## src/common/fpec_pkg.sv

```systemverilog
// constants and types for the flash page erase controller
// assumes a 10 MHz system clock and a 16-bit cpu address space
// Notes on behaviour
// erase page is 64 bytes aligned on 64-byte boundaries
// the 48-byte vector area forms its own erase page
// any page may be erased alone, nothing else touched
// software first sets erase select and clears whole-array select
// software then reads the block protect register
// software writes any value inside the target page
// software waits at least 10 us, then sets high voltage enable
// software holds high voltage for 1 ms or 4 ms, clears erase
// software waits at least 5 us, then clears high voltage enable
// array readable again about 1 us after high voltage drops
// software keeps step order; unrelated work between steps allowed
// erase code must not run from the flash array
// erasing the vector page also erases both trim bytes
// use 4 ms erase above 1000 cycles, 1 ms otherwise
// erase select and program select are never both set
// page latched from step-three write; voltage only with erase and enable
package fpec_pkg;
    localparam int unsigned FPEC_CLK_HZ = 10_000_000;
    localparam int unsigned FPEC_T_RCV_NS = 1000;
    localparam logic [7:0] FPEC_RCV_CYC =
        8'((FPEC_T_RCV_NS * (FPEC_CLK_HZ / 1_000_000) + 999) / 1000);
    // software wait spans at 100 ns a cycle, used by the bench stimulus
    localparam int FPEC_NVS_CYC = 100;
    localparam int FPEC_ERASE_CYC = 10_000;
    localparam int FPEC_NVH_CYC = 50;
    // register and array area addresses on the plain port
    localparam logic [15:0] FPEC_ADDR_CTRL = 16'hfe08;
    localparam logic [15:0] FPEC_ADDR_PROT = 16'hffbe;
    localparam logic [15:0] FPEC_ADDR_STAT = 16'hfe0e;
    localparam logic [15:0] FPEC_FLASH_LO = 16'hf000;
    localparam logic [15:0] FPEC_VEC_LO = 16'hffd0;
    localparam logic [15:0] FPEC_TRIM_HI = 16'hffc0;
    // control register bit positions
    localparam int FPEC_B_PGM = 0;
    localparam int FPEC_B_ERASE = 1;
    localparam int FPEC_B_MASS = 2;
    localparam int FPEC_B_HIGH_VOLTAGE_ENABLE = 3;
    localparam logic [7:0] FPEC_PROT_RST = 8'hff;
    typedef enum logic [3:0] {
        FPEC_IDLE = 4'h1,
        FPEC_ARMED = 4'h2,
        FPEC_HV = 4'h4,
        FPEC_RCV = 4'h8
    } fpec_state_e;
endpackage

```

## src/rtl/fpec_top.sv

```systemverilog
// flash page erase control: control bits, page latch, erase strobes
// assumes the cpu bus master on the same clock; no flash array model here
`timescale 1ns/1ps
`default_nettype none
module fpec_top
    import fpec_pkg::*;
(
    // clock and reset
    input wire logic sys_clk_in,
    input wire logic rst_in,
    // register port
    input wire logic [15:0] addr_in,
    input wire logic [7:0] wdata_in,
    input wire logic wr_in,
    input wire logic rd_in,
    output logic [7:0] rdata_out,
    // flash array controls
    output logic [9:0] page_out,
    output logic vec_page_out,
    output logic trim_erase_out,
    output logic erase_hv_out,
    output logic read_ok_out
);
    typedef struct packed {
        logic program_select_bit;
        logic erase;
        logic mass;
        logic high_voltage_enable;
        logic [7:0] prot;
        logic prot_read;
        logic [9:0] page;
        logic vec;
        logic [7:0] rcv_cnt;
        fpec_state_e st;
        logic [7:0] rdata;
        logic hv_drive;
        logic trim;
        logic read_ok;
    } fpec_s;

    fpec_s s_reg, s_next;

    function automatic logic in_flash(input logic [15:0] a);
        in_flash = (a >= FPEC_FLASH_LO);
    endfunction

    function automatic logic in_vec(input logic [15:0] a);
        in_vec = (a >= FPEC_VEC_LO);
    endfunction

    always_comb begin
        s_next = s_reg;
        s_next.rdata = 8'h00;
        if (wr_in && addr_in == FPEC_ADDR_CTRL) begin
            s_next.mass = wdata_in[FPEC_B_MASS];
            s_next.high_voltage_enable = wdata_in[FPEC_B_HIGH_VOLTAGE_ENABLE];
            // interlock: a request to set both keeps the old pair
            if (!(wdata_in[FPEC_B_PGM] && wdata_in[FPEC_B_ERASE])) begin
                s_next.program_select_bit = wdata_in[FPEC_B_PGM] && !s_reg.erase;
                s_next.erase = wdata_in[FPEC_B_ERASE] && !s_reg.program_select_bit;
                if (!wdata_in[FPEC_B_ERASE])
                    s_next.erase = 1'b0;
                if (!wdata_in[FPEC_B_PGM])
                    s_next.program_select_bit = 1'b0;
            end
            if (!wdata_in[FPEC_B_ERASE])
                s_next.prot_read = 1'b0;
        end
        if (rd_in) begin
            unique case (addr_in)
                FPEC_ADDR_CTRL: s_next.rdata = {4'h0, s_reg.high_voltage_enable, s_reg.mass,
                    s_reg.erase, s_reg.program_select_bit};
                FPEC_ADDR_PROT: s_next.rdata = s_reg.prot;
                FPEC_ADDR_STAT: s_next.rdata = {4'h0, s_reg.st};
                default: s_next.rdata = 8'h00;
            endcase
            if (addr_in == FPEC_ADDR_PROT && s_reg.erase && !s_reg.mass)
                s_next.prot_read = 1'b1;
        end
        if (wr_in && addr_in == FPEC_ADDR_PROT)
            s_next.prot = wdata_in;
        unique case (s_reg.st)
            FPEC_IDLE: begin
                // data value ignored, only the address picks the page
                if (wr_in && in_flash(addr_in) && s_reg.prot_read
                    && s_reg.erase && !s_reg.mass) begin
                    s_next.vec = in_vec(addr_in);
                    s_next.page = addr_in[15:6];
                    s_next.st = FPEC_ARMED;
                end
            end
            FPEC_ARMED: begin
                if (!s_reg.erase)
                    s_next.st = FPEC_IDLE;
                else if (s_reg.high_voltage_enable)
                    s_next.st = FPEC_HV;
            end
            FPEC_HV: begin
                // array stays blocked until voltage is gone
                if (!s_reg.high_voltage_enable) begin
                    s_next.st = FPEC_RCV;
                    s_next.rcv_cnt = FPEC_RCV_CYC;
                end
            end
            FPEC_RCV: begin
                if (s_reg.rcv_cnt <= 8'h01)
                    s_next.st = FPEC_IDLE;
                else
                    s_next.rcv_cnt = s_reg.rcv_cnt - 8'h01;
            end
        endcase
        // only the latched page sees voltage; others are untouched
        s_next.hv_drive = (s_next.st == FPEC_HV) && s_next.erase
            && s_next.high_voltage_enable; // see R3
        s_next.trim = s_next.hv_drive && s_next.vec;
        s_next.read_ok = (s_next.st == FPEC_IDLE)
            || (s_next.st == FPEC_ARMED && !s_next.high_voltage_enable);
    end

    always_ff @(posedge sys_clk_in) begin
        if (rst_in) begin
            s_reg <= '0;
            s_reg.prot <= FPEC_PROT_RST;
            s_reg.st <= FPEC_IDLE;
            s_reg.read_ok <= 1'b1;
        end else begin
            s_reg <= s_next;
        end
    end

    assign rdata_out = s_reg.rdata;
    assign page_out = s_reg.page;
    assign vec_page_out = s_reg.vec;
    assign trim_erase_out = s_reg.trim;
    assign erase_hv_out = s_reg.hv_drive;
    assign read_ok_out = s_reg.read_ok;
endmodule
`default_nettype wire
```

## config.mk

```make
export PLATFORM = sky130hd
export DESIGN_NAME = fpec_top
export DESIGN_NICKNAME = d
export VERILOG_FILES = /design/src/common/fpec_pkg.sv /design/src/rtl/fpec_top.sv
export SDC_FILE = /design/constraint.sdc
export NUM_CORES = 1
export LEC_CHECK = 0
export BUFFER_PORTS_ARGS = -buffer_cell sky130_fd_sc_hd__buf_2
export CAP_MARGIN = 0
export CORE_MARGIN = 3
export CORE_UTILIZATION = 48
export DETAILED_ROUTE_END_ITERATION = 8
export PLACE_DENSITY = 0.87
export SYNTH_ARGS = -nofsm -noshare
export SYNTH_HDL_FRONTEND = slang
export SYNTH_SLANG_ARGS = --single-unit
export TNS_END_PERCENT = 1
```

## constraint.sdc

```tcl
create_clock -name sys_clk_in -period 1.8 [get_ports sys_clk_in]
set_clock_uncertainty 0.05 [all_clocks]
set_input_delay 0.09 -clock sys_clk_in [delete_from_list [all_inputs] [get_ports sys_clk_in]]
set_output_delay 0.09 -clock sys_clk_in [all_outputs]
set_load 0.005 [all_outputs]
```

Yosys cells after proc, flatten, opt, wreduce, memory -nomap -nowiden. Index checks and enable logic that the tools add are counted.

Word-level logic and storage cells: 76. Output and inout port bits: 22. Flip-flop bits (word level): 47. Bits of input ports: 28.

Multiplexer cells: 19. Magnitude comparators: 3. Bitwise operators: 2. Reduce and logical (&&, ||, !) cells: 25. Add/subtract/negate cells: 1. Equality and inequality tests: 12.

Operators with widths (count): equality test 16 bit, second input constant (3); greater-or-equal comparator 16 bit, second input constant (2); case mux 8 bit (3 select lines) (1); two-way mux 4 bit (4); case mux 4 bit (4 select lines) (1); case mux 8 bit (2 select lines) (1); logical AND 1 bit (15); two-way mux 12 bit (1); two-way mux 1 bit (9); equality test 4 x 1 -> 1 bit, second input constant (2); equality test 4 x 2 -> 1 bit, second input constant (2); equality test 4 x 3 -> 1 bit, second input constant (2); less-or-equal comparator 8 x 1 -> 1 bit, second input constant (1); two-way mux 8 bit (1); subtractor 8 x 1 -> 8 bit, second input constant (1); equality test 4 bit, second input constant (1); logical NOT 1 bit (4); inequality test 2 bit, second input constant (2); AND reduction 2 bit (2); two-way mux 3 bit (1); AND reduction 3 bit (1); NOT 1 bit (2); nonzero test 2 bit (1); OR reduction 2 bit (1); logical OR 1 bit (1).

Longest topological paths before layout. Gate-level depths: netlist of run 1.

Word-level depth: 11. Gate-level depth with buffers: 8. Depth with buffers taken out: 7.

Worst setup path after synthesis of run 1. OpenSTA, ideal clock, no wires.

Path kind: register -> register. From: register s_reg[17] (netlist name). To: register s_reg, in the netlist read_ok_out. Path buffers: 1. Data required time: 1.692 ns. Library setup time: 0.058 ns. Arrival: 1.870 ns. Clock period less this slack: 1.978 ns. Cell stages (with the launch flop): 7. Slack: -0.178 ns. Path through: dfxtp_1 > or4_4 > o41a_1 > buf_6 > and4bb_1 > a31o_1 > a31o_2.

Longest elaborated chain between the ends: 6. Elaborated cells between the ends (all ways): 7. Classes of those cells: order compare (1); eq/ne (2); mux (2); reduce/logical (2).

Ends and longest elaborated chain: from (decl) (line fpec_top.sv:41) `fpec_s s_reg, s_next;`; from (signal assigned) (line fpec_top.sv:127) `s_reg <= s_next;`; less-or-equal comparator 8 x 1 -> 1 bit * (line fpec_top.sv:106) `if (s_reg.rcv_cnt <= 8'h01)`; two-way mux 4 bit * (line fpec_top.sv:106); case mux 4 bit (4 select lines) * (line fpec_top.sv:82) `unique case (s_reg.st)`; equality test 4 x 2 -> 1 bit (line fpec_top.sv:117) `|| (s_next.st == FPEC_ARMED && !s_next.high_voltage_enable);`; logical AND 1 bit (line fpec_top.sv:117); logical OR 1 bit * (line fpec_top.sv:117).

Mark *: on every way between the ends. The rest lies on a longest branch, timed or not. A chain may end at the register's enable or synchronous reset.

Worst setup path after layout of run 1.
From: register s_reg[20] (netlist name). To: register s_reg, in the netlist read_ok_out.

Same word-level chain as after synthesis.

==> run metrics, run 1 <==
gr ovfl total 0; first-pass GRT wire length 8.91 mm; commonest non-fill, non-tap cells in the layout buf_2 (49), dfxtp_1 (45), nor2_1 (41); drt total wl 5.37 mm; Die W 74.2 um; area of the multi-input gates 1090 um^2; die footprint 5500 um^2; vias in the first global route 1999; synth-to-layout area growth 24.6%; status finished, violations left; post-DP HPWL 3.98 mm; Setup Buffers After CTS 0; pwr dens 736 nW/um^2; Worst setup EP type flop; Switch Pwr 0.413 mW; P_leak 1.20 nW; DRT iter0 DRCs 178; placed insts 353; post-route cell area 2780 um^2; critical path startpoint category flop; ys flop type dfxtp_1; Final setup viols 10; sequential share of the synthesized area 42.2%; most common cell after layout, fill and taps aside buf_2; hold path depth 3; Max Cap Viol 0; CP required 2.00 ns; PnR worst setup slack -0.160 ns; combinational power share 4.0%; Ports 50; routed wire length per instance 14.7 um; worst-skew pair later-pin latency 0.31 ns; Period minus WS final 1.96 ns; pre-CTS WS -0.136 ns; Synth Warn # 0; Data arrival, critical path 2.16 ns; Distinct cells, synth 53; Power Total 2.04 mW; Critical Path Fanout Max 8; Via density 5.59; initial antenna violation count 0; FFs w/ async S/R, synth 0%; Remaining DRCs 0; fill cell count 364; cts bufs inserted 5; layout cells sized above 1 32.3%; clock tree from TritonCTS yes; clock sinks 47; worst hold slack 0.00363 ns; failing checks negative setup slack; Rows 24; Final Util 62.9%; RSZ-0062 raised after global routing true; Post-layout nets 342; Clk pwr share 45.2%; Synth Register Bits 47; Starting Density 50.5%; worst slew pin tran 0.416 ns; Post-synth EDFFs 0; period utilization 109%; # port buffers 49; Max-slew headroom 71.4%; Sum Neg Setup Slack -1.03 ns; Detail Route Antenna Nets 0; reg2reg path depth 5; DR vias 2042; clock transition at the registers of the reported paths 0.09 ns; CORE AREA 4410 um^2; Syn Area/Cell 8.81 um^2; mapped cell area 2230 um^2; Net Sw Frac 20.2%; Final Hold Violating Endpoints 0; TritonRoute pass-1 iters 4; Hold WC Path Type in -> reg; Root Driver clkbuf_8; maximum VDD drop 0.447 mV; maximum buffer depth of the clock tree 2; FF+latch area 943 um^2; Die H 74.2 um; Fmax 0.510 GHz; DP Area 2580 um^2; Flop pwr share 50.8%; Internal 1.63 mW; final non-filler cell total 365; WS Path Type reg -> reg; Post-Synthesis Net Count 283; Tot GR Track Use 21.1%; Largest register FFs 25; GPL Wtd Cong 0.882; largest net degree at the start of global routing 24; Pins Over Slew Limit 0; # diodes 0; H-Tree Depth 2; Syn Inst Count 253
-- critical path: stages, from the launching register on --
cell and delay (ns):
dfxtp_1 0.32, or4_4 0.54, o41a_1 0.44, and4bb_1 0.33, a31o_1 0.14, a31o_2 0.09
-- area by class of cell --
class / instances / share of cell area [%]
well taps: 52 / 2.34
flip-flops and latches: 47 / 34.0
inverters: 6 / 0.811
multi-input cells: 168 / 39.2
repair buffers: 84 / 18.8
clock inverters: 3 / 2.43
clock buffers: 5 / 2.48
-- worst paths after layout --
check	start	to	slack [ns]
hold / removal	addr_in[10]	page_out[4]$_SDFFE_PP0P_	0.004
setup reg to reg	s_reg[20]$_SDFFE_PP0P_	read_ok_out$_SDFF_PP1_	-0.16
setup / recovery	s_reg[20]$_SDFFE_PP0P_	read_ok_out$_SDFF_PP1_	-0.16
hold reg to reg	s_reg[40]$_SDFFE_PP1P_	rdata_out[5]$_SDFF_PP0_	0.41
-- what timing repair did --
action | in CTS | in global routing
endpoints found under the setup margin | 18 | 14
hold buffers | 4 | 0
pin swaps | 0 | 1
resized for setup | 6 | 0
hold endpoints to repair | 4 | 0
cloned | 0 | 0
-- synth_stat cells (4+ instances only) --
library cell  number  area (um^2)
a222oi_1           4         40.0
o211ai_1           4         30.0
nor2_1            41          154
buf_4             18          135
nand3_1           14         70.1
xor2_1             4         35.0
clkbuf_1          11         41.3
nor3_1             6         30.0
dfxtp_1           47          941
inv_1              6         22.5
mux2i_1           10          100
nand2_1           12         45.0
nor2b_1            5         31.3
and2_1             6         37.5
a21oi_1            8         40.0
o21ai_0            6         30.0
-- power by group through the flow --
stage	logic, mW	clock network, mW	registers [mW]
final	0.0826	0.924	1.04
after global routing	0.0894	0.956	1.04
after CTS	0.0818	0.926	1.04
after detailed placement	0.0750	0	1.06
after global placement	0.0730	0	1.06
after floorplan	0.0238	0	1.06
-- kinds of logic (layout without fill, tap and decap cells) --
group / count (synthesis) / after routing / share of synthesized area (%)
flops: 47 / 47 / 42.2
mux: 10 / 10 / 4.49
xor+xnor: 5 / 5 / 1.96
fa+ha+maj: 2 / 2 / 1.12
simple gates: 111 / 111 / 27.3
compound gates: 40 / 40 / 13.1
buf+inv: 38 / 98 / 9.88
-- layer usage --
layer,global-route usage (%),vias to the layer above,part of all wire [%]
met1,23.9,955,40
met5,0,-,0
met3,4.46,14,5.9
met2,37.1,74,51
met4,10.7,0,3.6
li1,-,999,-
Power figures use the tool's default switching activity.
==> inputs of run 2 (changes only) <==
--- a/config.mk
+++ b/config.mk
@@ -7,10 +7,13 @@
 export LEC_CHECK = 0
 export BUFFER_PORTS_ARGS = -buffer_cell sky130_fd_sc_hd__buf_2
 export CAP_MARGIN = 0
+export CELL_PAD_IN_SITES_DETAIL_PLACEMENT = 0
+export CELL_PAD_IN_SITES_GLOBAL_PLACEMENT = 1
 export CORE_MARGIN = 3
-export CORE_UTILIZATION = 48
+export CORE_UTILIZATION = 36
 export DETAILED_ROUTE_END_ITERATION = 8
 export PLACE_DENSITY = 0.87
+export RECOVER_POWER = 100
 export SYNTH_ARGS = -nofsm -noshare
 export SYNTH_HDL_FRONTEND = slang
 export SYNTH_SLANG_ARGS = --single-unit
==> run metrics, run 2 (synthesis results as in run 1) <==
Final Hold Violating Endpoints 0 (unchanged); vias in the first global route 1953 (-2.3%); Internal 1.43 mW (-12%); Rows 28 (+17%); CORE AREA 5960 um^2 (+35%); pre-CTS WS -0.164 ns (-0.0279 ns); Final setup viols 16 (+6); clock tree from TritonCTS yes; Flop pwr share 56.7% (+5.9 points); Post-layout nets 347 (+1.5%); maximum buffer depth of the clock tree 2 (unchanged); H-Tree Depth 2 (unchanged); DR vias 1998 (-2.2%); Ports 50 (unchanged); Detail Route Antenna Nets 0 (unchanged); hold path depth 3 (unchanged); Switch Pwr 0.403 mW (-2.5%); TritonRoute pass-1 iters 4 (unchanged); worst slew pin tran 0.472 ns (+0.0560 ns); commonest non-fill, non-tap cells in the layout dfxtp_1 (44), nor2_1 (40), buf_2 (37); Max-slew headroom 68.5% (-2.9 points); combinational power share 4.7% (+0.7 points); # port buffers 49 (unchanged); failing checks negative setup slack; Critical Path Fanout Max 8 (unchanged); gr ovfl total 0 (unchanged); Pins Over Slew Limit 0 (unchanged); Via density 5.08 (-9.1%); Clk pwr share 38.7% (-6.5 points); worst-skew pair later-pin latency 0.30 ns (about the same); synth-to-layout area growth 24.2%; # diodes 0 (unchanged); RSZ-0062 raised after global routing true; critical path startpoint category flop; clock transition at the registers of the reported paths 0.09 ns (about the same); CP required 2.01 ns (about the same); Power Total 1.83 mW (-10%); Setup Buffers After CTS 0 (unchanged); cts bufs inserted 5 (unchanged); clock sinks 47 (unchanged); Worst setup EP type flop; WS Path Type reg -> reg; Hold WC Path Type in -> reg; pwr dens 662 nW/um^2 (-10%); Starting Density 37.4% (-13 points); most common cell after layout, fill and taps aside dfxtp_1; Fmax 0.505 GHz (-1.1%); Max Cap Viol 0 (unchanged); layout cells sized above 1 28.0% (-4.3 points); first-pass GRT wire length 8.99 mm (+0.85%); status finished, violations left; Net Sw Frac 22.0% (+1.8 points); Data arrival, critical path 2.19 ns (+0.03 ns); DRT iter0 DRCs 101 (-43%); largest net degree at the start of global routing 24 (unchanged); GPL Wtd Cong 0.832 (-5.7%); reg2reg path depth 5 (unchanged); drt total wl 5.31 mm (-1.1%); maximum VDD drop 0.247 mV (-45%); post-DP HPWL 4.00 mm (+0.59%); Remaining DRCs 0 (unchanged); Root Driver clkbuf_8; routed wire length per instance 13.5 um (-8.2%); PnR worst setup slack -0.181 ns (-0.0216 ns); Tot GR Track Use 15.4% (-5.7 points); P_leak 1.14 nW (-5.2%); Largest register FFs 25 (unchanged); initial antenna violation count 0 (unchanged); Period minus WS final 1.98 ns (+0.0216 ns); Die W 84.7 um (+14%); die footprint 7170 um^2 (+30%); Die H 84.7 um (+14%); period utilization 110% (+1.2 points)
## run 2: cell types whose count changed in the layout (fill, tap and decap cells not counted), moves of 2 or more
cell and delta:
clkbuf_1 +16, clkbuf_8 +2, buf_2 -12, dlygate4sd3_1 +2, buf_4 -2, bufinv_16 -2
## run 2: cell type report
| cell class | count | area (um^2) |
|---|---|---|
| Tap cell | 75 | 93.8 |
| Fill cell | 608 | 3190 |
| Clock buffer | 7 | 96.3 |
| Timing Repair Buffer | 89 | 524 |
| Multi-Input combinational cell | 168 | 1080 |
| Sequential cell | 47 | 945 |
| Clock inverter | 1 | 7.51 |
| Inverter | 6 | 22.5 |
## run 2: power by group through the flow
stage	clock, mW	sequential (mW)	combinational (mW)
after global routing	0.771	1.04	0.0947
after floorplan	0	1.06	0.0238
after CTS	0.733	1.04	0.0842
after global placement	0	1.06	0.0746
final	0.709	1.04	0.0855
after detailed placement	0	1.06	0.0752
## run 2: final timing paths
kind,start,end,slack [ns]
hold reg to reg,s_reg[39]$_SDFFE_PP1P_,rdata_out[4]$_SDFF_PP0_,0.41
setup / recovery,s_reg[20]$_SDFFE_PP0P_,read_ok_out$_SDFF_PP1_,-0.18
setup reg to reg,s_reg[20]$_SDFFE_PP0P_,read_ok_out$_SDFF_PP1_,-0.18
hold / removal,addr_in[8],page_out[2]$_SDFFE_PP0P_,0.007
## run 2: stage by stage
step	hold slack (ns)	TNS, ns	util, %	instances	area, um^2
3_5_place_dp	0.285	-1.11	44.1	379	2630
3_3_place_gp	0.279	-0.565	44.1	379	2630
4_1_cts	0.000948	-1.23	46.8	392	2790
5_1_grt	0.0242	-3.25	46.5	393	2770
2_1_floorplan	0.184	-0.188	-	253	2240
6_report	0.00719	-1.35	46.5	393	2770
## run 2: what timing repair did
action / 4_1_cts / 5_1_grt
hold buffers: 5 / 1
endpoints found under the setup margin: 10 / 18
pin swaps: 0 / 2
endpoints found under the hold margin: 5 / 1
gates resized for setup: 3 / 5
## run 2: per-layer routing
| metal | share of wire, % | up-vias | track usage (%) |
|---|---|---|---|
| met5 | 0 | - | 0 |
| met4 | 1.4 | 0 | 5.04 |
| met3 | 5.5 | 8 | 4.61 |
| met2 | 49 | 49 | 26.8 |
| met1 | 44 | 936 | 18.0 |
| li1 | - | 1005 | - |
## run 2: worst max-delay path: stages, from the launching register on
cell	delay, ns
dfxtp_2	0.33
or4_4	0.54
o41a_1	0.45
and4bb_1	0.32
a31o_1	0.14
a31o_2	0.10
==> inputs of run 3 (changes only) <==
--- a/config.mk
+++ b/config.mk
@@ -17,4 +17,3 @@
 export SYNTH_ARGS = -nofsm -noshare
 export SYNTH_HDL_FRONTEND = slang
 export SYNTH_SLANG_ARGS = --single-unit
-export TNS_END_PERCENT = 1
==> run metrics, run 3 (synthesis results as in run 1) <==
pre-CTS WS -0.143 ns (+0.0204 ns); Worst setup EP type flop; Starting Density 37.4% (unchanged); placed insts 378 (-0.26%); clock transition at the registers of the reported paths 0.09 ns (about the same); Crit Reg-Reg Endpoint read_ok_out$_SDFF_PP1_; Worst path max stage delay 0.54 ns (about the same); met1 WL 2.27 mm (-3.5%); DR vias 2014 (+0.80%); routed wl met3 280 um (-4.4%); CORE AREA 5960 um^2 (unchanged); Power Total 1.93 mW (+5.6%); pwr dens 681 nW/um^2 (+2.8%); Max Cap Viol 0 (unchanged); final non-filler cell total 395 (+0.51%); initial antenna violation count 0 (unchanged); Via density 5.10 (+0.29%); WS Path Type reg -> reg; Ports 50 (unchanged); min-delay src wdata_in[3]; Hold EP s_reg[38]$_SDFFE_PP1P_; routed wire length per instance 13.8 um (+2.0%); area of the multi-input gates 1100 um^2 (+1.9%); TritonRoute pass-1 iters 4 (unchanged); worst hold slack 0.00580 ns (-0.00139 ns); crit-path cells or4_4 -> o41a_1 -> and4bb_1 -> a31o_1 -> a31o_2; Final setup viols 10 (-6); post-DP HPWL 3.96 mm (-0.97%); Period minus WS final 1.95 ns (-0.0330 ns); Final Hold Violating Endpoints 0 (unchanged); fill cell count 590 (-3.0%); DRT iter0 DRCs 101 (unchanged); gr ovfl total 0 (unchanged); Largest register FFs 25 (unchanged); reg2reg path depth 5 (unchanged); PnR worst setup slack -0.148 ns (+0.0330 ns); Max stage delay cell, worst path or4_4; # port buffers 49 (unchanged); Critical Path Fanout Max 7 (-1); Post-layout nets 349 (+0.58%); drt total wl 5.44 mm (+2.5%); Rows 28 (unchanged); P_leak 1.18 nW (+3.2%); vias in the first global route 1980 (+1.4%); critical path startpoint category flop; Data arrival, critical path 2.15 ns (-0.04 ns); CP required 2.00 ns (about the same); Detail Route Antenna Nets 0 (unchanged); first-pass GRT wire length 9.14 mm (+1.7%); Pins Over Slew Limit 0 (unchanged); period utilization 108% (-1.8 points); commonest non-fill, non-tap cells in the layout dfxtp_1 (44), nor2_1 (39), buf_2 (38); Remaining DRCs 0 (unchanged); H-Tree Depth 2 (unchanged); layout cells sized above 1 29.4% (+1.4 points); Die H 84.7 um (unchanged); worst r2r src s_reg[20]$_SDFFE_PP0P_; maximum buffer depth of the clock tree 2 (unchanged); hold path depth 3 (unchanged); Max-slew headroom 68.9% (+0.35 points); worst slew pin tran 0.466 ns (-0.00676 ns); RSZ-0062 raised after global routing true; Die W 84.7 um (unchanged); Top Layer Used met4; Hold WC Path Type in -> reg; clock tree from TritonCTS yes; worst-skew pair later-pin latency 0.29 ns (about the same); maximum VDD drop 0.387 mV (+57%); failing checks negative setup slack; Reg2Reg Setup Slack -0.15 ns (+0.03 ns); largest net degree at the start of global routing 24 (unchanged); FF+latch area 945 um^2 (unchanged); # diodes 0 (unchanged); synth-to-layout area growth 27.5%; Root Driver clkbuf_8; most common cell after layout, fill and taps aside dfxtp_1; status finished, violations left; Tot GR Track Use 15.6% (+0.18 points); die footprint 7170 um^2 (unchanged); Fmax 0.513 GHz (+1.7%); clock sinks 47 (unchanged); cts bufs inserted 5 (unchanged); GPL Wtd Cong 0.809 (-2.8%); Final Util 47.7% (+1.2 points); routed wl met2 2.81 mm (+8.5%)
run 3: changes by cell type in the layout (fill, tap and decap cells not counted), sizes merged:
| cell | before | now |
|---|---|---|
| bufinv | 0 | 1 |
| dlygate4sd3 | 6 | 7 |
| clkinvlp | 1 | 0 |
| inv | 6 | 7 |
| clkbuf | 24 | 21 |
| buf | 66 | 69 |
run 3: power by group:
part / switching, mW / internal (mW) / total, mW
Combinational: 0.0442 / 0.0419 / 0.0862
Sequential: 0.00000174 / 1.04 / 1.04
Clock: 0.353 / 0.457 / 0.810
run 3: metrics by stage:
step	instance area (um^2)	setup TNS (ns)
2_1_floorplan	2240	-0.188
3_3_place_gp	2620	-0.550
3_5_place_dp	2620	-1.01
4_1_cts	2830	-1.02
5_1_grt	2840	-2.62
6_report	2840	-1.14
run 3: metal layers:
| layer | track usage [%] | up-vias |
|---|---|---|
| li1 | - | 1012 |
| met1 | 18.5 | 947 |
| met2 | 28.1 | 49 |
| met3 | 3.24 | 6 |
| met4 | 4.60 | 0 |
| met5 | 0 | - |
run 3: worst max-delay path: cells and delay by family (launching register included):
kind / cells / cell delay (ns)
compound gates: 3 / 0.66
simple gates: 2 / 0.86
flops: 1 / 0.33
run 3: timing repair:
item,4_1_cts,5_1_grt
hold buffers,7,0
buffers inserted,0,2
gates resized for setup,4,9
setup endpoints to repair,20,22
pin swaps,0,7
endpoints found under the hold margin,8,0
run 3: layout make-up:
cell class | instances | share of cell area [%]
Clock buffer | 6 | 2.90
Clock inverter | 2 | 1.36
Inverter | 6 | 0.792
Multi-Input combinational cell | 168 | 38.7
Sequential cell | 47 | 33.2
Tap cell | 75 | 3.30
Timing Repair Buffer | 91 | 19.7
run 3: how the worst max path moves through the flow:
stage,cells past startpoint,slack (ns),startpoint,endpoint
2_1_floorplan,6,-0.06,s_reg[18]$_SDFFE_PP0P_,read_ok_out$_SDFF_PP1_
3_3_place_gp,5,-0.1,s_reg[20]$_SDFFE_PP0P_,read_ok_out$_SDFF_PP1_
3_5_place_dp,5,-0.14,s_reg[20]$_SDFFE_PP0P_,read_ok_out$_SDFF_PP1_
4_1_cts,5,-0.17,s_reg[20]$_SDFFE_PP0P_,read_ok_out$_SDFF_PP1_
5_1_grt,5,-0.22,s_reg[20]$_SDFFE_PP0P_,read_ok_out$_SDFF_PP1_
6_report,5,-0.15,s_reg[20]$_SDFFE_PP0P_,read_ok_out$_SDFF_PP1_
